--- src/pll_loop_cfg_pkg.sv ---
`default_nettype none
package pll_loop_cfg_pkg;
    // register byte offsets
    localparam logic [7:0] OFS_TRIM = 8'h00;
    localparam logic [7:0] OFS_HOLD = 8'h04;
    localparam logic [7:0] OFS_BW = 8'h08;
    localparam logic [7:0] OFS_DAMP = 8'h0C;
    localparam logic [7:0] OFS_MODE = 8'h10;
    localparam logic [7:0] OFS_LOCK_STS = 8'h14;
    localparam logic [7:0] OFS_INT_STS = 8'h18;
    localparam logic [7:0] OFS_INT_CLR = 8'h1C;
    localparam logic [7:0] OFS_INT_EN = 8'h20;
    // reset values
    localparam logic [15:0] RST_TRIM = 16'h0000;
    localparam logic [15:0] RST_HOLD = 16'h3800;
    localparam logic [15:0] RST_BW = 16'h7058;
    localparam logic [15:0] RST_DAMP = 16'h2901;
    localparam logic [15:0] RST_MODE = 16'h0080;
    // writable bits
    localparam logic [15:0] WM_TRIM = 16'h00FF;
    localparam logic [15:0] WM_HOLD = 16'hFFFF;
    localparam logic [15:0] WM_BW = 16'hFFFF;
    localparam logic [15:0] WM_DAMP = 16'h3F3F;
    localparam logic [15:0] WM_MODE = 16'h0088;
    // field positions
    localparam int TRIM_LSB = 0;
    localparam int TRIM_W = 8;
    localparam int HOLD_COARSE_LSB = 11;
    localparam int HOLD_FINE_LSB = 8;
    localparam int HISTORY_LSB = 4;
    localparam int LIMIT_LSB = 0;
    localparam int BW_LOCK_COARSE_LSB = 11;
    localparam int BW_LOCK_FINE_LSB = 8;
    localparam int BW_TRK_COARSE_LSB = 3;
    localparam int BW_TRK_FINE_LSB = 0;
    localparam int DAMP_LOCK_COARSE_LSB = 11;
    localparam int DAMP_LOCK_FINE_LSB = 8;
    localparam int DAMP_TRK_COARSE_LSB = 3;
    localparam int DAMP_TRK_FINE_LSB = 0;
    localparam int MODE_AUTO_SW_BIT = 7;
    localparam int MODE_UPD_HOLD_BIT = 3;
    localparam int COARSE_W = 5;
    localparam int FINE_W = 3;
    localparam int DCOARSE_W = 3;
    localparam int HISTORY_W = 4;
    localparam int LIMIT_W = 4;
    localparam int UNLOCK_CNT_W = 8;
    // limits
    localparam logic [4:0] HOLD_COARSE_MAX = 5'h14;
    localparam logic [3:0] HISTORY_MAX = 4'hA;
    // interrupt status bits
    localparam int EV_LIMIT_SET = 0;
    localparam int EV_LIMIT_CLR = 1;
    localparam int EV_UNGUARDED = 2;
    localparam int EV_W = 3;
endpackage
`default_nettype wire

--- src/setting_select.sv ---
`timescale 1ns/100ps
`default_nettype none
module setting_select
    import pll_loop_cfg_pkg::*;
#(
    parameter int W = 3,
    parameter logic [W-1:0] RST = '0
) (
    input wire logic pclk,
    input wire logic presetn,
    input wire logic use_lock,
    input wire logic [W-1:0] lock_value,
    input wire logic [W-1:0] track_value,
    output logic [W-1:0] active
);
    // registered pick between locking and tracking setting
    always_ff @(posedge pclk or negedge presetn) begin
        if (!presetn) begin
            active <= RST;
        end else begin
            active <= use_lock ? lock_value : track_value;
        end
    end
endmodule
`default_nettype wire

--- src/pll_loop_filter_config_bank.sv ---
// Functional notes
// - trim field is signed 8-bit offset, lsb 2^-20, applied as crystal compensation
// - holdover coarse field, reset 0x7; zero bypasses holdover filter
// - holdover coarse above 20 is used as 20; stored value unchanged
// - holdover fine field, reset zero; zero also bypasses holdover filter
// - unlock limit flag set while unlock count exceeds four-bit limit
// - locking coarse bandwidth, reset 0xE, used in acquire state
// - locking fine bandwidth, reset zero, used in acquire state
// - tracking coarse bandwidth, reset 0xB, used when locked
// - tracking fine bandwidth, reset zero, used when locked
// - locking coarse damping, reset 0x5, used in acquire state
// - locking fine damping, reset 0x1, used in acquire state
// - tracking coarse damping, reset zero, used when locked
// - tracking fine damping, reset 0x1, used when locked
// - locking settings apply only in acquire with auto switch set
`timescale 1ns/100ps
`default_nettype none
module pll_loop_filter_config_bank
    import pll_loop_cfg_pkg::*;
(
    input wire logic pclk,
    input wire logic presetn,
    input wire logic psel,
    input wire logic penable,
    input wire logic pwrite,
    input wire logic [7:0] paddr,
    input wire logic [31:0] pwdata,
    input wire logic [3:0] pstrb,
    output logic [31:0] prdata,
    output logic pready,
    output logic pslverr,
    input wire logic loop_in_acquire,
    input wire logic loop_enabled,
    input wire logic [UNLOCK_CNT_W-1:0] unlock_count,
    output logic signed [TRIM_W-1:0] crystal_trim,
    output logic signed [20:0] crystal_comp_frac,
    output logic [COARSE_W-1:0] hold_filter_coarse,
    output logic [FINE_W-1:0] hold_filter_fine,
    output logic hold_filter_bypass,
    output logic [HISTORY_W-1:0] hold_history,
    output logic unlock_limit,
    output logic [COARSE_W-1:0] lock_phase_bandwidth_coarse,
    output logic [FINE_W-1:0] lock_phase_bandwidth_fine,
    output logic [COARSE_W-1:0] tracking_bandwidth_coarse,
    output logic [FINE_W-1:0] tracking_bandwidth_fine,
    output logic [DCOARSE_W-1:0] lock_phase_damping_coarse,
    output logic [FINE_W-1:0] lock_phase_damping_fine,
    output logic [DCOARSE_W-1:0] tracking_damping_coarse,
    output logic [FINE_W-1:0] tracking_damping_fine,
    output logic [COARSE_W-1:0] active_bandwidth_coarse,
    output logic [FINE_W-1:0] active_bandwidth_fine,
    output logic [DCOARSE_W-1:0] active_damping_coarse,
    output logic [FINE_W-1:0] active_damping_fine,
    output logic auto_setting_switch,
    output logic filter_update_hold,
    output logic irq
);
    logic [15:0] trim_reg;
    logic [15:0] hold_reg;
    logic [15:0] bw_reg;
    logic [15:0] damp_reg;
    logic [15:0] mode_reg;
    logic [EV_W-1:0] int_status;
    logic [EV_W-1:0] int_enable;
    logic [15:0] lane_mask;
    logic wr_access;
    logic rd_setup;
    logic mapped;
    logic [31:0] read_value;
    logic cfg_write;
    logic limit_prev;
    logic use_lock;
    logic next_limit;
    logic [EV_W-1:0] ev_set;
    logic [EV_W-1:0] ev_clr;
    logic [COARSE_W-1:0] hold_coarse_raw;
    logic [HISTORY_W-1:0] history_raw;

    function automatic logic [15:0] merge(input logic [15:0] old, input logic [15:0] wm,
                                          input logic [15:0] lanes, input logic [31:0] wd);
        logic [15:0] m;
        m = wm & lanes;
        merge = (old & ~m) | (wd[15:0] & m);
    endfunction

    // apb decode, zero wait states
    assign pready = 1'b1;
    assign wr_access = psel & penable & pwrite;
    assign rd_setup = psel & ~penable & ~pwrite;
    assign lane_mask = {{8{pstrb[1]}}, {8{pstrb[0]}}};

    always_comb begin
        mapped = 1'b1;
        read_value = 32'h0000_0000;
        unique case (paddr)
            OFS_TRIM: read_value = {16'h0000, trim_reg};
            OFS_HOLD: read_value = {16'h0000, hold_reg};
            OFS_BW: read_value = {16'h0000, bw_reg};
            OFS_DAMP: read_value = {16'h0000, damp_reg};
            OFS_MODE: read_value = {16'h0000, mode_reg};
            OFS_LOCK_STS: read_value = {23'h000000, unlock_limit, unlock_count};
            OFS_INT_STS: read_value = {29'h00000000, int_status};
            OFS_INT_CLR: read_value = 32'h0000_0000;
            OFS_INT_EN: read_value = {29'h00000000, int_enable};
            default: mapped = 1'b0;
        endcase
    end

    assign pslverr = psel & penable & ~mapped;

    // read data is captured in the setup cycle
    always_ff @(posedge pclk or negedge presetn) begin
        if (!presetn) begin
            prdata <= 32'h0000_0000;
        end else if (rd_setup) begin
            prdata <= read_value;
        end
    end

    // configuration registers, one process each
    always_ff @(posedge pclk or negedge presetn) begin
        if (!presetn) begin
            trim_reg <= RST_TRIM;
        end else if (wr_access && paddr == OFS_TRIM) begin
            trim_reg <= merge(trim_reg, WM_TRIM, lane_mask, pwdata);
        end
    end

    always_ff @(posedge pclk or negedge presetn) begin
        if (!presetn) begin
            hold_reg <= RST_HOLD;
        end else if (wr_access && paddr == OFS_HOLD) begin
            hold_reg <= merge(hold_reg, WM_HOLD, lane_mask, pwdata);
        end
    end

    always_ff @(posedge pclk or negedge presetn) begin
        if (!presetn) begin
            bw_reg <= RST_BW;
        end else if (wr_access && paddr == OFS_BW) begin
            bw_reg <= merge(bw_reg, WM_BW, lane_mask, pwdata);
        end
    end

    always_ff @(posedge pclk or negedge presetn) begin
        if (!presetn) begin
            damp_reg <= RST_DAMP;
        end else if (wr_access && paddr == OFS_DAMP) begin
            damp_reg <= merge(damp_reg, WM_DAMP, lane_mask, pwdata);
        end
    end

    always_ff @(posedge pclk or negedge presetn) begin
        if (!presetn) begin
            mode_reg <= RST_MODE;
        end else if (wr_access && paddr == OFS_MODE) begin
            mode_reg <= merge(mode_reg, WM_MODE, lane_mask, pwdata);
        end
    end

    // interrupt enable
    always_ff @(posedge pclk or negedge presetn) begin
        if (!presetn) begin
            int_enable <= '0;
        end else if (wr_access && paddr == OFS_INT_EN && pstrb[0]) begin
            int_enable <= pwdata[EV_W-1:0];
        end
    end

    // stored fields as static outputs
    assign crystal_trim = trim_reg[TRIM_LSB +: TRIM_W];
    assign crystal_comp_frac = {{13{trim_reg[TRIM_W-1]}}, trim_reg[TRIM_LSB +: TRIM_W]};
    assign hold_coarse_raw = hold_reg[HOLD_COARSE_LSB +: COARSE_W];
    assign hold_filter_fine = hold_reg[HOLD_FINE_LSB +: FINE_W];
    assign history_raw = hold_reg[HISTORY_LSB +: HISTORY_W];
    assign lock_phase_bandwidth_coarse = bw_reg[BW_LOCK_COARSE_LSB +: COARSE_W];
    assign lock_phase_bandwidth_fine = bw_reg[BW_LOCK_FINE_LSB +: FINE_W];
    assign tracking_bandwidth_coarse = bw_reg[BW_TRK_COARSE_LSB +: COARSE_W];
    assign tracking_bandwidth_fine = bw_reg[BW_TRK_FINE_LSB +: FINE_W];
    assign lock_phase_damping_coarse = damp_reg[DAMP_LOCK_COARSE_LSB +: DCOARSE_W];
    assign lock_phase_damping_fine = damp_reg[DAMP_LOCK_FINE_LSB +: FINE_W];
    assign tracking_damping_coarse = damp_reg[DAMP_TRK_COARSE_LSB +: DCOARSE_W];
    assign tracking_damping_fine = damp_reg[DAMP_TRK_FINE_LSB +: FINE_W];
    assign auto_setting_switch = mode_reg[MODE_AUTO_SW_BIT];
    assign filter_update_hold = mode_reg[MODE_UPD_HOLD_BIT];

    // holdover coarse clamp and bypass
    always_ff @(posedge pclk or negedge presetn) begin
        if (!presetn) begin
            hold_filter_coarse <= RST_HOLD[HOLD_COARSE_LSB +: COARSE_W];
            hold_filter_bypass <= 1'b1;
            hold_history <= '0;
        end else begin
            hold_filter_coarse <= (hold_coarse_raw > HOLD_COARSE_MAX) ? HOLD_COARSE_MAX : hold_coarse_raw;
            hold_filter_bypass <= (hold_coarse_raw == '0) || (hold_filter_fine == '0);
            hold_history <= (history_raw > HISTORY_MAX) ? HISTORY_MAX : history_raw;
        end
    end

    // loss of lock limit flag
    assign next_limit = unlock_count > {{(UNLOCK_CNT_W-LIMIT_W){1'b0}}, hold_reg[LIMIT_LSB +: LIMIT_W]};
    always_ff @(posedge pclk or negedge presetn) begin
        if (!presetn) begin
            unlock_limit <= 1'b0;
        end else begin
            unlock_limit <= next_limit;
        end
    end

    always_ff @(posedge pclk or negedge presetn) begin
        if (!presetn) begin
            limit_prev <= 1'b0;
        end else begin
            limit_prev <= unlock_limit;
        end
    end

    // locking or tracking selection
    assign use_lock = loop_in_acquire & auto_setting_switch;

    setting_select #(.W(COARSE_W), .RST(RST_BW[BW_TRK_COARSE_LSB +: COARSE_W])) u_sel_bw_coarse (
        .pclk(pclk),
        .presetn(presetn),
        .use_lock(use_lock),
        .lock_value(lock_phase_bandwidth_coarse),
        .track_value(tracking_bandwidth_coarse),
        .active(active_bandwidth_coarse)
    );
    setting_select #(.W(FINE_W), .RST(RST_BW[BW_TRK_FINE_LSB +: FINE_W])) u_sel_bw_fine (
        .pclk(pclk),
        .presetn(presetn),
        .use_lock(use_lock),
        .lock_value(lock_phase_bandwidth_fine),
        .track_value(tracking_bandwidth_fine),
        .active(active_bandwidth_fine)
    );
    setting_select #(.W(DCOARSE_W), .RST(RST_DAMP[DAMP_TRK_COARSE_LSB +: DCOARSE_W])) u_sel_damp_coarse (
        .pclk(pclk),
        .presetn(presetn),
        .use_lock(use_lock),
        .lock_value(lock_phase_damping_coarse),
        .track_value(tracking_damping_coarse),
        .active(active_damping_coarse)
    );
    setting_select #(.W(FINE_W), .RST(RST_DAMP[DAMP_TRK_FINE_LSB +: FINE_W])) u_sel_damp_fine (
        .pclk(pclk),
        .presetn(presetn),
        .use_lock(use_lock),
        .lock_value(lock_phase_damping_fine),
        .track_value(tracking_damping_fine),
        .active(active_damping_fine)
    );

    // events: limit rise, limit fall, config write without update hold
    assign cfg_write = wr_access && (paddr == OFS_TRIM || paddr == OFS_HOLD || paddr == OFS_BW || paddr == OFS_DAMP);
    always_comb begin
        ev_set = '0;
        ev_set[EV_LIMIT_SET] = unlock_limit & ~limit_prev;
        ev_set[EV_LIMIT_CLR] = ~unlock_limit & limit_prev;
        ev_set[EV_UNGUARDED] = cfg_write & loop_enabled & ~filter_update_hold;
    end
    assign ev_clr = (wr_access && paddr == OFS_INT_CLR && pstrb[0]) ? pwdata[EV_W-1:0] : '0;

    // sticky status, set wins over clear
    always_ff @(posedge pclk or negedge presetn) begin
        if (!presetn) begin
            int_status <= '0;
        end else begin
            int_status <= (int_status & ~ev_clr) | ev_set;
        end
    end

    assign irq = |(int_status & int_enable);
endmodule
`default_nettype wire

--- config.mk ---
export PLATFORM = sky130hd
export DESIGN_NAME = pll_loop_filter_config_bank
export DESIGN_NICKNAME = d
export VERILOG_FILES = /design/src/pll_loop_cfg_pkg.sv /design/src/setting_select.sv /design/src/pll_loop_filter_config_bank.sv
export SDC_FILE = /design/constraint.sdc
export NUM_CORES = 1
export LEC_CHECK = 0
export BUFFER_PORTS_ARGS = -buffer_cell sky130_fd_sc_hd__buf_2
export CAP_MARGIN = 10
export CORE_ASPECT_RATIO = 1.5
export CORE_UTILIZATION = 45
export CTS_BUF_LIST = sky130_fd_sc_hd__clkbuf_4 sky130_fd_sc_hd__clkbuf_8
export CTS_CLUSTER_DIAMETER = 150
export DETAILED_ROUTE_END_ITERATION = 6
export GPL_ROUTABILITY_DRIVEN = 1
export PLACE_DENSITY = 0.74
export SYNTH_ARGS = -nofsm -noshare
export SYNTH_HDL_FRONTEND = slang
export SYNTH_HIERARCHICAL = 1
export SYNTH_SLANG_ARGS = --single-unit
export TNS_END_PERCENT = 100
--- constraint.sdc ---
create_clock -name pclk -period 2.08 [get_ports pclk]
set_input_delay 0.52 -clock pclk [delete_from_list [all_inputs] [get_ports pclk]]
set_output_delay 0.52 -clock pclk [all_outputs]
set_load 0.01 [all_outputs]
==> flow_metrics.env, run 1 <==
export IMPL_clock_sinks=102
export IMPL_grt_pass1_wl_mm=19.8
export IMPL_final_setup_viol_count=0
export IMPL_synth_avg_cell_area_um2=12.4
export IMPL_hold_buffers=0
export IMPL_netlist_area_um2=4960
export IMPL_die_y_um=131
export IMPL_outcome="completed"
export IMPL_first_pass_iters=4
export IMPL_hold_viol_final=0
export IMPL_gr_total_overflow=0
export IMPL_vias=3729
export IMPL_grt_max_degree=103
export IMPL_io_pins=181
export IMPL_via_per_inst=5.29
export IMPL_clkTransAtPathRegs_ns=0.09
export IMPL_cts_buffers_inserted=9
export IMPL_drv_slew=0
export IMPL_port_buffers=145
export IMPL_placed_area_um2=5940
export IMPL_synth_top_area_cell="dfrtp_1"
export IMPL_worstPathArrival_ns=1.49
export IMPL_async_reset_ff_share_pct=100
export IMPL_worstSetupPathType="primary input to output port"
export IMPL_grt_use_total_pct=23.8
export IMPL_synth_top_area_share_pct=40.4
export IMPL_yosysUniqueCellTypes=54
export IMPL_final_antenna_net_count=0
export IMPL_synth_edf_count=0
export IMPL_post_route_period_util_pct=96.5
export IMPL_drv_cap=0
export IMPL_grt_pass1_vias=3649
export IMPL_max_slew_margin_pct=63.8
export IMPL_fp_row_count=46
export IMPL_antenna_found_initial=0
export IMPL_final_util_pct=58.1
export IMPL_n_antenna_cell=0
export IMPL_cp_top_family="simple AND/OR/NAND/NOR gates"
export IMPL_power_total_w=0.00377
export IMPL_htreeDepth=3
export IMPL_p_leak_nw=3.27
export IMPL_endpoint_kind="output port"
export IMPL_drc=0
export IMPL_fillers=918
export IMPL_max_slew_worst_pin_slew_ns=0.543
export IMPL_syn_inst=401
export IMPL_gp_congestion=0.883
export IMPL_core_area_um2=10600
export IMPL_yosys_top_cells_count="dfrtp_1 (80), mux2_2 (79), buf_4 (42), nand2_1 (25), dfstp_2 (22)"
export IMPL_cts_tree="done"
export IMPL_clock_root_buffer="clkbuf_8"
export IMPL_ys_warn_count=6
export IMPL_cts_buffer_depth=2
export IMPL_cpPeakStageDelay_ns=0.28
export IMPL_fin_skew_ns=0.00833
export IMPL_min_path_type="primary input to async pin"
export IMPL_path_cells="buf_2 -> buf_4 -> nor3_1 -> and3_2 -> nor3_1 -> buf_2"
export IMPL_syn2layout_area_growth_pct=24.8
export IMPL_start_util_pct=46.6
export IMPL_cp_max_fo=5
export IMPL_drt_wirelength_per_cell_um=18.8
export IMPL_max_freq_mhz=498
export IMPL_start_kind="primary input"
export IMPL_powerDensity_nw_per_um2=609
export IMPL_worst_ep_required_time_ns=1.56
export IMPL_pre_cts_ws_ns=-0.0614
export IMPL_fin_crit_ns=2.01
export IMPL_dieWidth_um=87.7
export IMPL_path_buf_inv=3
export IMPL_detail_route_iter0_violations=290
export IMPL_yosysMostFrequentCell="dfrtp_1"
export IMPL_slowest_stage="and3_2"
export IMPL_drive_above_1_share_pct=56.3
export IMPL_layout_setup_ws_ns=0.0725
export IMPL_ys_ff_latch=102
export IMPL_synth_area_leaders="dfrtp_1 (40%), mux2_2 (18%), dfstp_2 (12%)"
export IMPL_hpwl_mm=9.99
export IMPL_synth_ff_type="dfrtp_1"
export IMPL_synth_seq_area_share_pct=52.0
export IMPL_final_area_um2=6190
export IMPL_fin_nets=619
export IMPL_routed_wl_mm=13.3
export IMPL_vdd_ir_drop_max_v=0.000344
export IMPL_clk_latency_ns=0.37
export IMPL_dieArea_um2=11400
==> where the power goes <==
part           internal (W)  switching, W  total, W
Combinational      0.000115      0.000186  0.000301
Clock              0.000738      0.000711   0.00145
Sequential          0.00200     0.0000148   0.00202
==> logic make-up after synthesis <==
group                      share of synthesized area, %
other                                             0.151
AOI/OAI and AO/OA                                  8.13
muxes                                              20.3
and+or+nand+nor                                    10.2
buffers and inverters                              8.15
DFF                                                52.0
adders and majority gates                          1.01
==> worst paths after layout <==
check | start | slack, ns | cells past startpoint | end
setup / recovery | paddr[7] | 0.07 | 6 | pslverr
hold / removal | presetn | 0.17 | 2 | u_sel_damp_coarse/active[1]
setup reg to reg | flip-flop | 0.49 | 4 | prdata[0]
hold reg to reg | prdata[11] | 0.49 | 2 | prdata[11]
max in group asynchronous | presetn | 1.48 | 2 | hold_filter_coarse[1]
min in group pclk | unlock_count[4] | 0.37 | 3 | unlock_limit
==> cells in the final DEF (no fill, tap or decap), types with 6 or more instances in the layout <==
cell	count
buf_2	144
dfrtp_1	80
mux2_2	79
buf_4	31
nand2_1	25
dfstp_2	22
o21ai_0	18
conb_1	17
inv_1	10
clkbuf_8	10
nand3_1	8
a22oi_1	8
buf_12	8
and2_1	6
mux2i_1	6
==> layer usage <==
metal	GRT usage (%)	vias to the layer above	wire (um)
met4	11.0	0	460
met1	29.8	1832	5370
li1	-	1708	-
met5	0	-	0
met3	4.40	32	695
met2	39.7	157	6740
==> stage by stage <==
stage / cells / hold WS, ns / setup TNS [ns]
2_1_floorplan: 416 / 0.224 / 0
3_3_place_gp: 689 / 0.461 / -0.137
3_5_place_dp: 689 / 0.465 / -1.42
4_1_cts: 705 / 0.223 / 0
5_1_grt: 705 / 0.233 / -0.00474
6_report: 705 / 0.173 / 0
==> cell type report <==
type,instances,area [um^2],area share (%)
Tap cell,144,180,2.91
Sequential cell,102,2580,41.7
Clock inverter,5,87.6,1.42
Multi-Input combinational cell,250,2040,33.0
Clock buffer,11,145,2.35
Timing Repair Buffer,183,1110,18.0
Inverter,10,37.5,0.607
==> timing repair <==
item / 4_1_cts / 5_1_grt
buffers inserted: 0 / 0
resized for setup: 0 / 3
setup endpoints to repair: 0 / 1
No activity file was read; power rests on OpenSTA's default activity.
==> run 2: changes to the inputs <==
- BUFFER_PORTS_ARGS: -buffer_cell sky130_fd_sc_hd__buf_2 -> -buffer_cell sky130_fd_sc_hd__clkbuf_2
==> run 2 against run 1 <==
Hold slack got worse by 0.00093 ns. Clock skew about the same. Via count about the same. Final cell count increased by 0.28%. Register-to-register slack improved by 0.05 ns. Die area unchanged. Largest power group unchanged. Clock-buffer cell count unchanged. Clock power decreased by 9.7%. Global-route usage decreased by 0.081 points.
==> flow_metrics.env, run 2 (same netlist as run 1, synthesis figures left out) <==
export IMPL_clkTransAtPathRegs_ns=0.10
export IMPL_first_pass_iters=4
export IMPL_die_y_um=131
export IMPL_intPower_w=0.00271
export IMPL_grt_use_total_pct=23.7
export IMPL_io_pins=181
export IMPL_max_slew_worst_pin_slew_ns=0.536
export IMPL_drv_cap=0
export IMPL_dieArea_um2=11400
export IMPL_final_antenna_net_count=0
export IMPL_fin_crit_ns=1.98
export IMPL_worst_ep_required_time_ns=1.56
export IMPL_clk_latency_ns=0.37
export IMPL_max_freq_mhz=506
export IMPL_core_area_um2=10600
export IMPL_drc=0
export IMPL_cts_buffers_inserted=9
export IMPL_vdd_ir_drop_max_v=0.000449
export IMPL_outcome="completed"
export IMPL_fin_setup_tns_ns=0
export IMPL_clock_root_buffer="clkbuf_8"
export IMPL_p_sw_w=0.000914
export IMPL_dieWidth_um=87.7
export IMPL_final_util_pct=57.9
export IMPL_routed_wl_mm=13.0
export IMPL_powerDensity_nw_per_um2=589
export IMPL_hpwl_mm=10.2
export IMPL_drive_above_1_share_pct=56.8
export IMPL_drv_slew=0
export IMPL_clock_sinks=102
export IMPL_hold_buffers=0
export IMPL_port_buffers=145
export IMPL_antenna_found_initial=0
export IMPL_worstSetupPathType="primary input to output port"
export IMPL_p_clk_share_pct=36.2
export IMPL_busiest_layer="met2"
export IMPL_n_antenna_cell=0
export IMPL_fp_row_count=46
export IMPL_start_kind="primary input"
export IMPL_swShare_pct=25.2
export IMPL_detail_route_iter0_violations=187
export IMPL_gp_congestion=0.893
export IMPL_rsz0062_at_grt="no"
export IMPL_fillers=895
export IMPL_post_route_period_util_pct=95.1
export IMPL_grt_use_met3_pct=4.77
export IMPL_cp_max_fo=3
export IMPL_fin_nets=621
export IMPL_drt_wirelength_per_cell_um=18.4
export IMPL_use_met2_pct=40.8
export IMPL_cts_buffer_depth=2
export IMPL_use_met1_pct=28.6
export IMPL_syn2layout_area_growth_pct=24.3
export IMPL_hold_viol_final=0
export IMPL_final_common_cell="clkbuf_2"
export IMPL_min_path_type="primary input to async pin"
export IMPL_p_leak_nw=3.17
export IMPL_grt_max_degree=103
export IMPL_start_util_pct=46.6
export IMPL_p_seq_share_pct=55.6
export IMPL_final_cell_mix="clkbuf_2 (144), dfrtp_1 (80), mux2_2 (79), buf_4 (35), nand2_1 (25)"
export IMPL_power_frac_comb_pct=8.2
export IMPL_endpoint_kind="output port"
export IMPL_final_setup_viol_count=0
export IMPL_cts_tree="done"
export IMPL_grt_pass1_vias=3667
export IMPL_grt_pass1_wl_mm=19.8
export IMPL_htreeDepth=3
export IMPL_vias=3732
export IMPL_fin_skew_ns=0.00790
export IMPL_via_per_inst=5.28
export IMPL_worstPathArrival_ns=1.46
export IMPL_gr_total_overflow=0
export IMPL_max_slew_margin_pct=64.3
## run 2: changes by cell type in the layout (fill, tap and decap cells not counted)
cell       delta
buf_2       -144
clkbuf_2    +144
buf_4         +4
buf_12        -2
nor3_1        -2
nor3_2        +2
and3_2        -1
and3_4        +1
bufinv_16     -1
clkbuf_4      +1
clkbuf_8      -1
clkinv_4      +1
## run 2: power groups by stage
| stage | Clock [W] | Combinational, W | Sequential [W] |
|---|---|---|---|
| 3_3_place_gp | 0 | 0.000289 | 0.00205 |
| 6_report | 0.00131 | 0.000298 | 0.00202 |
| 2_1_floorplan | 0 | 0.000141 | 0.00205 |
| 5_1_grt | 0.00142 | 0.000327 | 0.00202 |
| 3_5_place_dp | 0 | 0.000294 | 0.00205 |
| 4_1_cts | 0.00134 | 0.000295 | 0.00202 |
## run 2: through the flow
step | cell area, um^2 | total power (W) | instances | hold slack (ns) | setup slack (ns)
6_report | 6160 | 0.00363 | 707 | 0.172 | 0.103
3_5_place_dp | 5930 | 0.00235 | 691 | 0.474 | -0.0747
4_1_cts | 6140 | 0.00365 | 707 | 0.207 | 0.000278
2_1_floorplan | 5010 | 0.00219 | 416 | 0.224 | 0.175
5_1_grt | 6160 | 0.00377 | 707 | 0.225 | 0.0219
3_3_place_gp | 5930 | 0.00234 | 691 | 0.467 | -0.0589
## run 2: final timing paths
path	startpoint	depth (start not counted)	slack (ns)	endpoint
max	paddr[5]	6	0.10	pslverr
max in group asynchronous	presetn	2	1.47	async pin
min reg2reg	prdata[10]	2	0.49	prdata[10]
min	presetn	2	0.17	u_sel_damp_coarse/active[2]
min in group pclk	unlock_count[4]	3	0.37	unlock_limit
max reg2reg	flip-flop	4	0.54	prdata[0]
## run 2: final cells by class
cell class / count / area, um^2 / area share [%]
sequential: 102 / 2580 / 41.9
clock inverter: 5 / 66.3 / 1.08
timing repair buffer: 185 / 1100 / 17.9
multi-input combinational: 250 / 2060 / 33.4
inverter: 10 / 37.5 / 0.609
clock buffer: 11 / 139 / 2.25
tap: 144 / 180 / 2.92
## run 2: worst max-delay path, cell delays in order
cell	delay, ns
clkbuf_2	0.12
buf_4	0.15
nor3_2	0.26
and2_1	0.22
nor3_2	0.05
clkbuf_2	0.12
## run 2: timing repair
item                                    in CTS  in global routing
setup buffers                                0                  0
endpoints found under the setup margin       1                  1
pin swaps                                    0                  0
gates resized for setup                      1                  5
## run 2: metal layers
layer | wire, um | vias up
met5 | 0 | -
met4 | 466 | 0
met1 | 5150 | 1856
li1 | - | 1712
met3 | 563 | 31
met2 | 6810 | 133
